File: config.mk
export PLATFORM = sky130hd
export DESIGN_NAME = overtravel_limit_handler
export DESIGN_NICKNAME = d
export VERILOG_FILES = /design/src/include/ot_limit_pkg.sv /design/src/core/overtravel_limit_handler.sv
export SDC_FILE = /design/constraint.sdc
export NUM_CORES = 1
export LEC_CHECK = 0
export ABC_AREA = 1
export BUFFER_PORTS_ARGS = -buffer_cell sky130_fd_sc_hd__buf_4
export CELL_PAD_IN_SITES_DETAIL_PLACEMENT = 2
export CELL_PAD_IN_SITES_GLOBAL_PLACEMENT = 2
export CORE_MARGIN = 3
export CORE_UTILIZATION = 32
export CTS_BUF_LIST = sky130_fd_sc_hd__clkbuf_2
export DETAILED_ROUTE_END_ITERATION = 10
export GPL_TIMING_DRIVEN = 0
export PLACE_DENSITY = 0.94
export SYNTH_ARGS = -nofsm -noshare
export SYNTH_HDL_FRONTEND = slang
export SYNTH_SLANG_ARGS = --single-unit
export TNS_END_PERCENT = 100
File: constraint.sdc
create_clock -name sys_clk -period 6.6 [get_ports sys_clk]
set_input_delay 1.32 -clock sys_clk [delete_from_list [all_inputs] [get_ports sys_clk]]
set_output_delay 1.32 -clock sys_clk [all_outputs]
set_load 0.05 [all_outputs]
File: src/include/ot_limit_pkg.sv
package ot_limit_pkg;

    // ****************************************
    // Clock and timing
    // ****************************************
    localparam int CLK_HZ = 20_000_000;
    localparam int WARN_HOLD_MS = 1000;
    localparam int WARN_HOLD_CYC = CLK_HZ / 1000 * WARN_HOLD_MS;

    // ****************************************
    // Limit configuration digit codes
    // ****************************************
    localparam logic [3:0] FWD_LIMIT_FROM_PIN = 4'h2;
    localparam logic [3:0] FWD_LIMIT_IGNORED = 4'h8;
    localparam logic [3:0] REV_LIMIT_FROM_PIN = 4'h3;
    localparam logic [3:0] REV_LIMIT_IGNORED = 4'h8;

    // ****************************************
    // Stop select field, low digit and second digit
    // ****************************************
    localparam logic [3:0] STOP_BRAKE_THEN_BRAKE = 4'h0;
    localparam logic [3:0] STOP_BRAKE_THEN_COAST = 4'h1;
    localparam logic [3:0] STOP_COAST_THEN_COAST = 4'h2;
    localparam logic [3:0] STOP_DECEL_NONE = 4'h0;
    localparam logic [3:0] STOP_DECEL_CLAMP = 4'h1;
    localparam logic [3:0] STOP_DECEL_COAST = 4'h2;
    localparam logic [7:0] STOP_SELECT_RESET = 8'h00;

    // ****************************************
    // Force settings, percent of rated force
    // ****************************************
    localparam logic [9:0] ESTOP_FORCE_MAX = 10'h320;
    localparam logic [9:0] ESTOP_FORCE_RESET = 10'h320;

    // ****************************************
    // Warning enable digit codes and warning code
    // ****************************************
    localparam logic [3:0] WARN_DISABLED = 4'h0;
    localparam logic [3:0] WARN_ENABLED = 4'h1;
    localparam logic [11:0] OT_WARNING_CODE = 12'h9A0;
    localparam logic [11:0] NO_WARNING_CODE = 12'h000;

    // ****************************************
    // Overtravel stop sequencer
    // ****************************************
    typedef enum logic [4:0] {
        ST_RUN = 5'b00001,
        ST_BRAKE = 5'b00010,
        ST_COAST = 5'b00100,
        ST_DECEL = 5'b01000,
        ST_STOPPED = 5'b10000
    } stop_state_type;

endpackage : ot_limit_pkg

File: src/core/overtravel_limit_handler.sv
`timescale 1ns/1ps
module overtravel_limit_handler
    import ot_limit_pkg::*;
(
    input wire logic sys_clk, // 20 MHz control clock
    input wire logic srst, // Synchronous reset, active high
    input wire logic forward_limit_input, // Forward limit switch, high = allowed
    input wire logic reverse_limit_input, // Reverse limit switch, high = allowed
    input wire logic error_clear_input, // Host clear of position error
    input wire logic [3:0] forward_limit_config, // Forward limit digit
    input wire logic [3:0] reverse_limit_config, // Reverse limit digit
    input wire logic [7:0] overtravel_stop_select, // Stop select low two digits
    input wire logic [9:0] emergency_stop_force, // Stop force, percent rated
    input wire logic [9:0] motor_max_force, // Motor peak force, percent rated
    input wire logic [3:0] overtravel_warning_enable, // Warning enable digit
    input wire logic motor_power_on, // Servo power on
    input wire logic force_control, // Force control mode active
    input wire logic position_control, // Position control mode active
    input wire logic ref_fwd, // Forward reference requested
    input wire logic ref_rev, // Reverse reference requested
    input wire logic motor_stopped, // Motor speed at zero
    input wire logic brake_release_request, // Normal brake release from sequencer
    output logic fwd_overtravel, // Forward overtravel active
    output logic rev_overtravel, // Reverse overtravel active
    output logic allow_fwd, // Forward reference passed
    output logic allow_rev, // Reverse reference passed
    output logic brake_active, // Short-circuit braking applied
    output logic decel_active, // Deceleration stop running
    output logic [9:0] applied_stop_force, // Force used for deceleration
    output logic zero_clamp, // Position loop at zero reference
    output logic baseblock, // Motor drive cut off
    output logic hold_position_error, // Position error retained
    output logic brake_release_output, // Holding brake released
    output logic [11:0] overtravel_warning_code // Warning code, zero when none
);

    // ****************************************
    // Helpers
    // ****************************************
    // Two synchronised samples agree
    function automatic logic agreed(input logic a, input logic b);
        return a == b;
    endfunction : agreed

    function automatic logic [9:0] min_force(input logic [9:0] a, input logic [9:0] b);
        return (a < b) ? a : b;
    endfunction : min_force

    // Rising level between the previous and the present cycle
    function automatic logic rose_now(input logic cur, input logic prev);
        return cur && !prev;
    endfunction : rose_now

    // Short-circuit braking or coasting, by the low digit of the stop select
    function automatic stop_state_type plain_stop(input logic [3:0] low);
        return (low == STOP_COAST_THEN_COAST) ? ST_COAST : ST_BRAKE;
    endfunction : plain_stop

    // ****************************************
    // Limit input synchronisers
    // ****************************************
    logic [2:0] fwd_sync_ff;
    logic [2:0] rev_sync_ff;
    logic fwd_ok_ff;
    logic rev_ok_ff;
    logic pwr_ff;

    // Three stages; a level counts once stages two and three agree
    always_ff @(posedge sys_clk) begin
        if (srst) begin
            fwd_sync_ff <= 3'h7;
            rev_sync_ff <= 3'h7;
            fwd_ok_ff <= 1'b1;
            rev_ok_ff <= 1'b1;
        end else begin
            fwd_sync_ff <= {fwd_sync_ff[1:0], forward_limit_input};
            rev_sync_ff <= {rev_sync_ff[1:0], reverse_limit_input};
            if (agreed(fwd_sync_ff[1], fwd_sync_ff[2])) begin
                fwd_ok_ff <= fwd_sync_ff[2];
            end
            if (agreed(rev_sync_ff[1], rev_sync_ff[2])) begin
                rev_ok_ff <= rev_sync_ff[2];
            end
        end
    end

    logic cfg_loaded_ff;
    logic fwd_ign_cfg_ff;
    logic rev_ign_cfg_ff;

    // First cycle after reset release latches the config digits
    always_ff @(posedge sys_clk) begin
        if (srst) begin
            cfg_loaded_ff <= 1'b0;
            fwd_ign_cfg_ff <= 1'b0;
            rev_ign_cfg_ff <= 1'b0;
        end else if (!cfg_loaded_ff) begin
            cfg_loaded_ff <= 1'b1;
            fwd_ign_cfg_ff <= (forward_limit_config == FWD_LIMIT_IGNORED);
            rev_ign_cfg_ff <= (reverse_limit_config == REV_LIMIT_IGNORED);
        end
    end

    logic fwd_ot;
    logic rev_ot;
    assign fwd_ot = !fwd_ign_cfg_ff && !fwd_ok_ff;
    assign rev_ot = !rev_ign_cfg_ff && !rev_ok_ff;

    // ****************************************
    // Stop sequencer
    // ****************************************
    stop_state_type state_ff;
    stop_state_type nxt_state;
    logic [3:0] stop_low;
    logic [3:0] stop_mid;
    logic ot_toward;
    assign stop_low = overtravel_stop_select[3:0];
    assign stop_mid = overtravel_stop_select[7:4];
    // Overtravel that blocks the current motion
    assign ot_toward = (fwd_ot && ref_fwd) || (rev_ot && ref_rev) ||
                       ((fwd_ot || rev_ot) && !ref_fwd && !ref_rev);

    always_comb begin
        nxt_state = state_ff;
        unique case (state_ff)
            ST_RUN: begin
                if (ot_toward && motor_power_on) begin
                    if (stop_mid != STOP_DECEL_NONE && !force_control) begin
                        nxt_state = ST_DECEL;
                    end else begin
                        nxt_state = plain_stop(stop_low);
                    end
                end
            end
            ST_BRAKE, ST_COAST: begin
                if (motor_stopped) begin
                    nxt_state = ST_STOPPED;
                end
            end
            // Force mode arriving mid-stop drops deceleration for the plain stop
            ST_DECEL: begin
                if (motor_stopped) begin
                    nxt_state = ST_STOPPED;
                end else if (force_control) begin
                    nxt_state = plain_stop(stop_low);
                end
            end
            ST_STOPPED: begin
                if (!fwd_ot && !rev_ot) begin
                    nxt_state = ST_RUN;
                end
            end
            default: nxt_state = ST_RUN;
        endcase
    end

    // Sequencer state
    always_ff @(posedge sys_clk) begin
        if (srst) begin
            state_ff <= ST_RUN;
        end else if (!motor_power_on) begin
            state_ff <= ST_RUN;
        end else begin
            state_ff <= nxt_state;
        end
    end

    // ****************************************
    // Drive outputs
    // ****************************************
    logic clamp_sel;
    // Zero clamp only for decel code 1 outside force control
    assign clamp_sel = (stop_mid == STOP_DECEL_CLAMP) && !force_control;

    always_ff @(posedge sys_clk) begin
        if (srst) begin
            fwd_overtravel <= 1'b0;
            rev_overtravel <= 1'b0;
            allow_fwd <= 1'b0;
            allow_rev <= 1'b0;
            brake_active <= 1'b0;
            decel_active <= 1'b0;
            applied_stop_force <= 10'h000;
            zero_clamp <= 1'b0;
            baseblock <= 1'b0;
            brake_release_output <= 1'b0;
        end else begin
            fwd_overtravel <= fwd_ot;
            rev_overtravel <= rev_ot;
            allow_fwd <= ref_fwd && !fwd_ot;
            allow_rev <= ref_rev && !rev_ot;
            // Code 00 keeps braking once stopped, 01 lets go; force mode lets go once stopped
            brake_active <= (nxt_state == ST_BRAKE) ||
                (nxt_state == ST_STOPPED && stop_low == STOP_BRAKE_THEN_BRAKE &&
                 stop_mid == STOP_DECEL_NONE && !force_control);
            decel_active <= (nxt_state == ST_DECEL);
            applied_stop_force <= min_force(min_force(emergency_stop_force, ESTOP_FORCE_MAX),
                                            motor_max_force);
            zero_clamp <= (nxt_state == ST_STOPPED) && clamp_sel;
            baseblock <= (nxt_state == ST_STOPPED) && !clamp_sel;
            brake_release_output <= brake_release_request ||
                (motor_power_on && (fwd_ot || rev_ot));
        end
    end

    // Error retained from an overtravel stop until the host clears it
    always_ff @(posedge sys_clk) begin
        if (srst) begin
            hold_position_error <= 1'b0;
        end else if (position_control && state_ff != ST_RUN) begin
            hold_position_error <= 1'b1;
        end else if (error_clear_input) begin
            hold_position_error <= 1'b0;
        end
    end

    // ****************************************
    // Overtravel warning
    // ****************************************
    logic fwd_ot_d_ff;
    logic rev_ot_d_ff;
    logic [24:0] hold_cnt_ff;
    logic warn_on_ff;
    logic warn_event;
    logic warn_en;
    assign warn_en = (overtravel_warning_enable == WARN_ENABLED);

    // Previous overtravel and power levels for edge detection
    always_ff @(posedge sys_clk) begin
        if (srst) begin
            fwd_ot_d_ff <= 1'b0;
            rev_ot_d_ff <= 1'b0;
            pwr_ff <= 1'b0;
        end else begin
            fwd_ot_d_ff <= fwd_ot;
            rev_ot_d_ff <= rev_ot;
            pwr_ff <= motor_power_on;
        end
    end

    // New overtravel while powered; a power-on edge alone never fires
    assign warn_event = warn_en && motor_power_on && pwr_ff &&
        ((rose_now(fwd_ot, fwd_ot_d_ff) && !ref_rev) ||
         (rose_now(rev_ot, rev_ot_d_ff) && !ref_fwd));

    // Latched warning, held one second after overtravel clears
    always_ff @(posedge sys_clk) begin
        if (srst) begin
            warn_on_ff <= 1'b0;
            hold_cnt_ff <= 25'h0000000;
        end else if (warn_event) begin
            warn_on_ff <= 1'b1;
            hold_cnt_ff <= 25'h0000000;
        end else if (!warn_en) begin
            warn_on_ff <= 1'b0;
        end else if (warn_on_ff && (fwd_ot || rev_ot)) begin
            hold_cnt_ff <= 25'h0000000;
        end else if (warn_on_ff) begin
            if (hold_cnt_ff == 25'(WARN_HOLD_CYC - 1)) begin
                warn_on_ff <= 1'b0;
                hold_cnt_ff <= 25'h0000000;
            end else begin
                hold_cnt_ff <= hold_cnt_ff + 25'h0000001;
            end
        end
    end

    // Report only; no path back into motion logic
    always_ff @(posedge sys_clk) begin
        if (srst) begin
            overtravel_warning_code <= NO_WARNING_CODE;
        end else begin
            overtravel_warning_code <= (warn_on_ff || warn_event) ? OT_WARNING_CODE
                                                                  : NO_WARNING_CODE;
        end
    end

endmodule : overtravel_limit_handler

* After elaboration in Yosys (flattened, before gate mapping)
Index checks and enable logic that the tools add are counted.
Cells by class: add/sub/neg operators 1, $lt $le $gt $ge 2, equality and inequality tests 18, muxes and demuxes 22, bitwise logic cells 1, reductions and logical operators 55
Operators with widths (number):
- two-way mux 25 bit | 3
- logical AND 1 bit | 27
- adder 25 x 1 -> 25 bit (second input constant) | 1
- equality test 25 bit (second input constant) | 1
- two-way mux 5 bit | 5
- two-way mux 10 bit | 2
- one-hot mux 5 bit (4 select lines) | 1
- logical NOT 1 bit | 12
- two-way mux 12 bit | 1
- equality test 5 x 2 -> 1 bit (second input constant) | 2
- equality test 5 x 4 -> 1 bit (second input constant) | 2
- equality test 5 bit (second input constant) | 2
- < comparator 10 bit | 1
- < comparator 10 bit (second input constant) | 1
- equality test 4 x 1 -> 1 bit (second input constant) | 2
- equality test 4 bit (second input constant) | 2
- logical NOT 4 bit | 2
- two-way mux 1 bit | 8
- logical OR 1 bit | 7
- OR reduction 2 bit | 3
- equality test 5 x 1 -> 1 bit (second input constant) | 1
- equality test 5 x 3 -> 1 bit (second input constant) | 1
- != test 5 x 1 -> 1 bit (second input constant) | 1
- equality test 4 x 2 -> 1 bit (second input constant) | 1
- 8 further kinds | 10
Word-level totals: flip-flop bits (word level) 75

* Logic depth before layout (Yosys ltp)
word-level depth 14, depth in mapped cells 13, mapped depth without buffers 13

* Worst setup path after synthesis
OpenSTA, ideal clock, no wires.
path type input to register, start input port emergency_stop_force[6], end register applied_stop_force[3], library setup time 0.115 ns, arrival 2.875 ns, data required time 6.485 ns, path slack 3.610 ns, stages 13, buffers on the path 1, cell sequence nor2_1 > nand2_1 > nand2_1 > inv_1 > nor2_1 > ha_1 > a21oi_1 > o21ai_0 > a21oi_2 > buf_2 > nand3_1 > nand2_1 > nor2_1
Between the ends: word-level cells in the longest chain between the ends 4
RTL lines:
- start, declared | RTL line overtravel_limit_handler.sv:13 | input wire logic [9:0] emergency_stop_force,
- < comparator 10 bit | RTL line overtravel_limit_handler.sv:46 | return (a < b) ? a : b;
- two-way mux 10 bit (*) | RTL line overtravel_limit_handler.sv:46
- < comparator 10 bit | RTL line overtravel_limit_handler.sv:46
- two-way mux 10 bit (*) | RTL line overtravel_limit_handler.sv:46
- end signal, assigned | RTL line overtravel_limit_handler.sv:197 | applied_stop_force <= min_force(min_force(emergency_stop_force, ESTOP_FORCE_MAX),
- end, declared | RTL line overtravel_limit_handler.sv:29 | output logic [9:0] applied_stop_force,
Mark *: on every way between the ends. The rest lies on a longest branch, timed or not. A chain may end at the register's enable or synchronous reset.

* Final worst setup path
start input port emergency_stop_force[6], end register applied_stop_force[9]
Same word-level chain as after synthesis.

==> out/metrics.cfg <==
[cells_and_area]
area_growth_pct=26.18
multiInputGateArea_sq_um=1719
nets=649
layout-drive-gt1-share_pct=21.28
mostFrequentLayoutCell=nand2_1
finalNonFillerCells=725
diodes=0
mostFrequentLayoutCells=98 x nand2_1, 85 x buf_4, 72 x nor2_1
register_area_sq_um=1281
fillers=1212
fin_area_sq_um=4288

[place]
place_inst=709
place.gp.congestion=0.7961
placed_area_sq_um=4146
portBuffers=74
dp.final_hpwl_mm=10.22

[die]
fp.dieArea_sq_um=11890
die_w_um=109.1
design.core.area_sq_um=10040
die_h_um=109.1
initial_core_util_pct=33.83
ios=84
rows=36

[synthesis]
syn_inst=495
synthDistinctLibCells=35
synth_area_leaders=dfxtp_1 38%, nand2_1 11%, nor2_1 8.0%
ys_warn_count=0
synth_top_area_cell=dfxtp_1
seq_area_frac_synth_pct=37.70
synth_top_cell_area_share_pct=37.70
syn-cell-area_sq_um=3398
yosys_register_bits=64
synth_area_per_cell_sq_um=6.865

[sta]
worst_pin_slew_ns=0.5177
maxSlewHeadroom_pct=65.49
setup_viol_count_final=0
slew_viol_final=0
rsz0062_at_grt=false
max_freq_ghz=0.3271
clock_skew_ns=0.02243
setup-tns-final_ns=0
final-hold-violation-count=0
period_share_pct=46.33
fin_hold_ws_ns=0.4715
post-route-min-period_ns=3.058

[clock_tree]
htree_levels=3
cts.path.max_buffers=2
clock_latency_ns=0.50
cts_resized=0
ctsHoldBuffers=0
ctsRootBufferMaster=clkbuf_2
cts_sinks=64
path_clk_slew_ns=0.21
cts_tree=built
cts_made_buffers=9
cts_setup_buffers=0

[setup_path]
crit_path_start_kind=input pin
path_max_fanout=10
cp-end-kind=flop
path_class=in -> reg
critical_path_arrival_ns=3.51
required_ns=7.05

[power_and_ir_drop]
leakage_uw=0.002009
irDropWorstVdd_mv=0.08776
p_per_area_nw_per_um2=192.6

[route]
drt-initial-drc-count=90
drt_first_pass_iters=4
routed_via_density=5.108
drc=0
vias=3703
routed_wl_mm=13.35
antenna_left=0
drt-wirelength-per-cell_um=18.41

[global_routing]
grt.busiest_layer=met2
grt_pass1_wl_mm=21.80
grt_max_degree=13
gr-total-overflow=0
antenna_found_initial=0
grt_use_met3_pct=5.033
grt_pass1_vias=4336
grt_usage_pct=23.72
grt_use_met2_pct=46.23
grt_util_met1_pct=25.44

[status]
status=completed

[flow_run]
cap_violations=0

[worst_hold_path]
hold_class=reg -> reg

[registers in the layout (all words and copies together), names as in the netlist, 3 cells and up]
| register | flops |
|---|---|
| applied_stop_force | 10 |
| state_ff | 5 |
| rev_sync_ff | 3 |
| fwd_sync_ff | 3 |
| hold_cnt_ff | 25 |
[stage by stage]
stage | setup WS, ns | utilization (%) | power, uW
floorplan | 3.610 | - | 490.3
global placement | 3.135 | 41.28 | 539.6
detailed placement | 2.962 | 41.28 | 547.8
CTS | 3.533 | 42.69 | 834.0
global route | 3.350 | 42.69 | 867.9
finish | 3.542 | 42.69 | 825.8
[metal layers]
layer  vias to the layer above  part of all wire (%)  wire [um]
li1                       1752                     -          -
met1                      1822                    39       5269
met2                       100                    54       7215
met3                        29                   4.1        546
met4                         0                   2.4        317
met5                         -                     0          0
[Yosys cell counts, drive strengths merged]
cell and number:
and3 1, xor2 10, buf 16, ha 10, nand3 29, nand3b 5
or2 6, dfxtp 64, a31oi 5, nor3 16, a21oi 27, o2111ai 1
nand4 23, a211oi 2, xnor2 2, clkbuf 6, inv 74, o31ai 1
o21a 1, clkinv 1, nor2 77, o21ai 14, conb 1, nor4 2
nand2 101
[layout make-up]
class	count	share of cell area, %
clock buffers	9	1.050
repair buffers	74	12.96
plain buffers	22	3.327
inverters	75	6.566
flip-flops and latches	64	29.88
clock inverters	7	2.247
well taps	133	3.881
multi-input cells	341	40.09
[cell families (layout without fill, tap and decap cells)]
| family | count (synthesis) | in the layout | synth area share, % |
|---|---|---|---|
| adders and majority gates | 10 | 10 | 3.682 |
| xor gates and xnor gates | 12 | 12 | 3.093 |
| other | 1 | 8 | 0.1104 |
| buffers and inverters | 97 | 187 | 12.48 |
| AOI/OAI and AO/OA | 51 | 51 | 8.321 |
| DFF | 64 | 64 | 37.70 |
| and+or+nand+nor | 260 | 260 | 34.61 |
[where the power goes]
group          switching (uW)  internal [uW]  total, uW  leakage [uW]
sequential               4.40            397        402      0.000521
clock                     160            125        285     0.0000757
combinational            88.1           50.7        139       0.00141
[worst paths after layout]
kind / startpoint / to / slack, ns / cells after the start
max: emergency_stop_force[6] / applied_stop_force[9] / 3.54 / 13
min: rev_sync_ff[0] / rev_sync_ff[1] / 0.47 / 1
max reg2reg: hold_cnt_ff[0] / hold_cnt_ff[23] / 4.51 / 11
min reg2reg: rev_sync_ff[0] / rev_sync_ff[1] / 0.47 / 1
[worst max-delay path, cell delays in order]
cell and delay [ns]:
buf_4 0.11, nor2_1 0.15, nand2_1 0.07, nand2_1 0.18, inv_1 0.09, nor2_1 0.16
ha_1 0.27, a21oi_1 0.14, o21ai_0 0.12, a21oi_2 0.31, buf_2 0.30, a21oi_1 0.11
nor2_1 0.15
No activity file was read; power rests on OpenSTA's default activity.
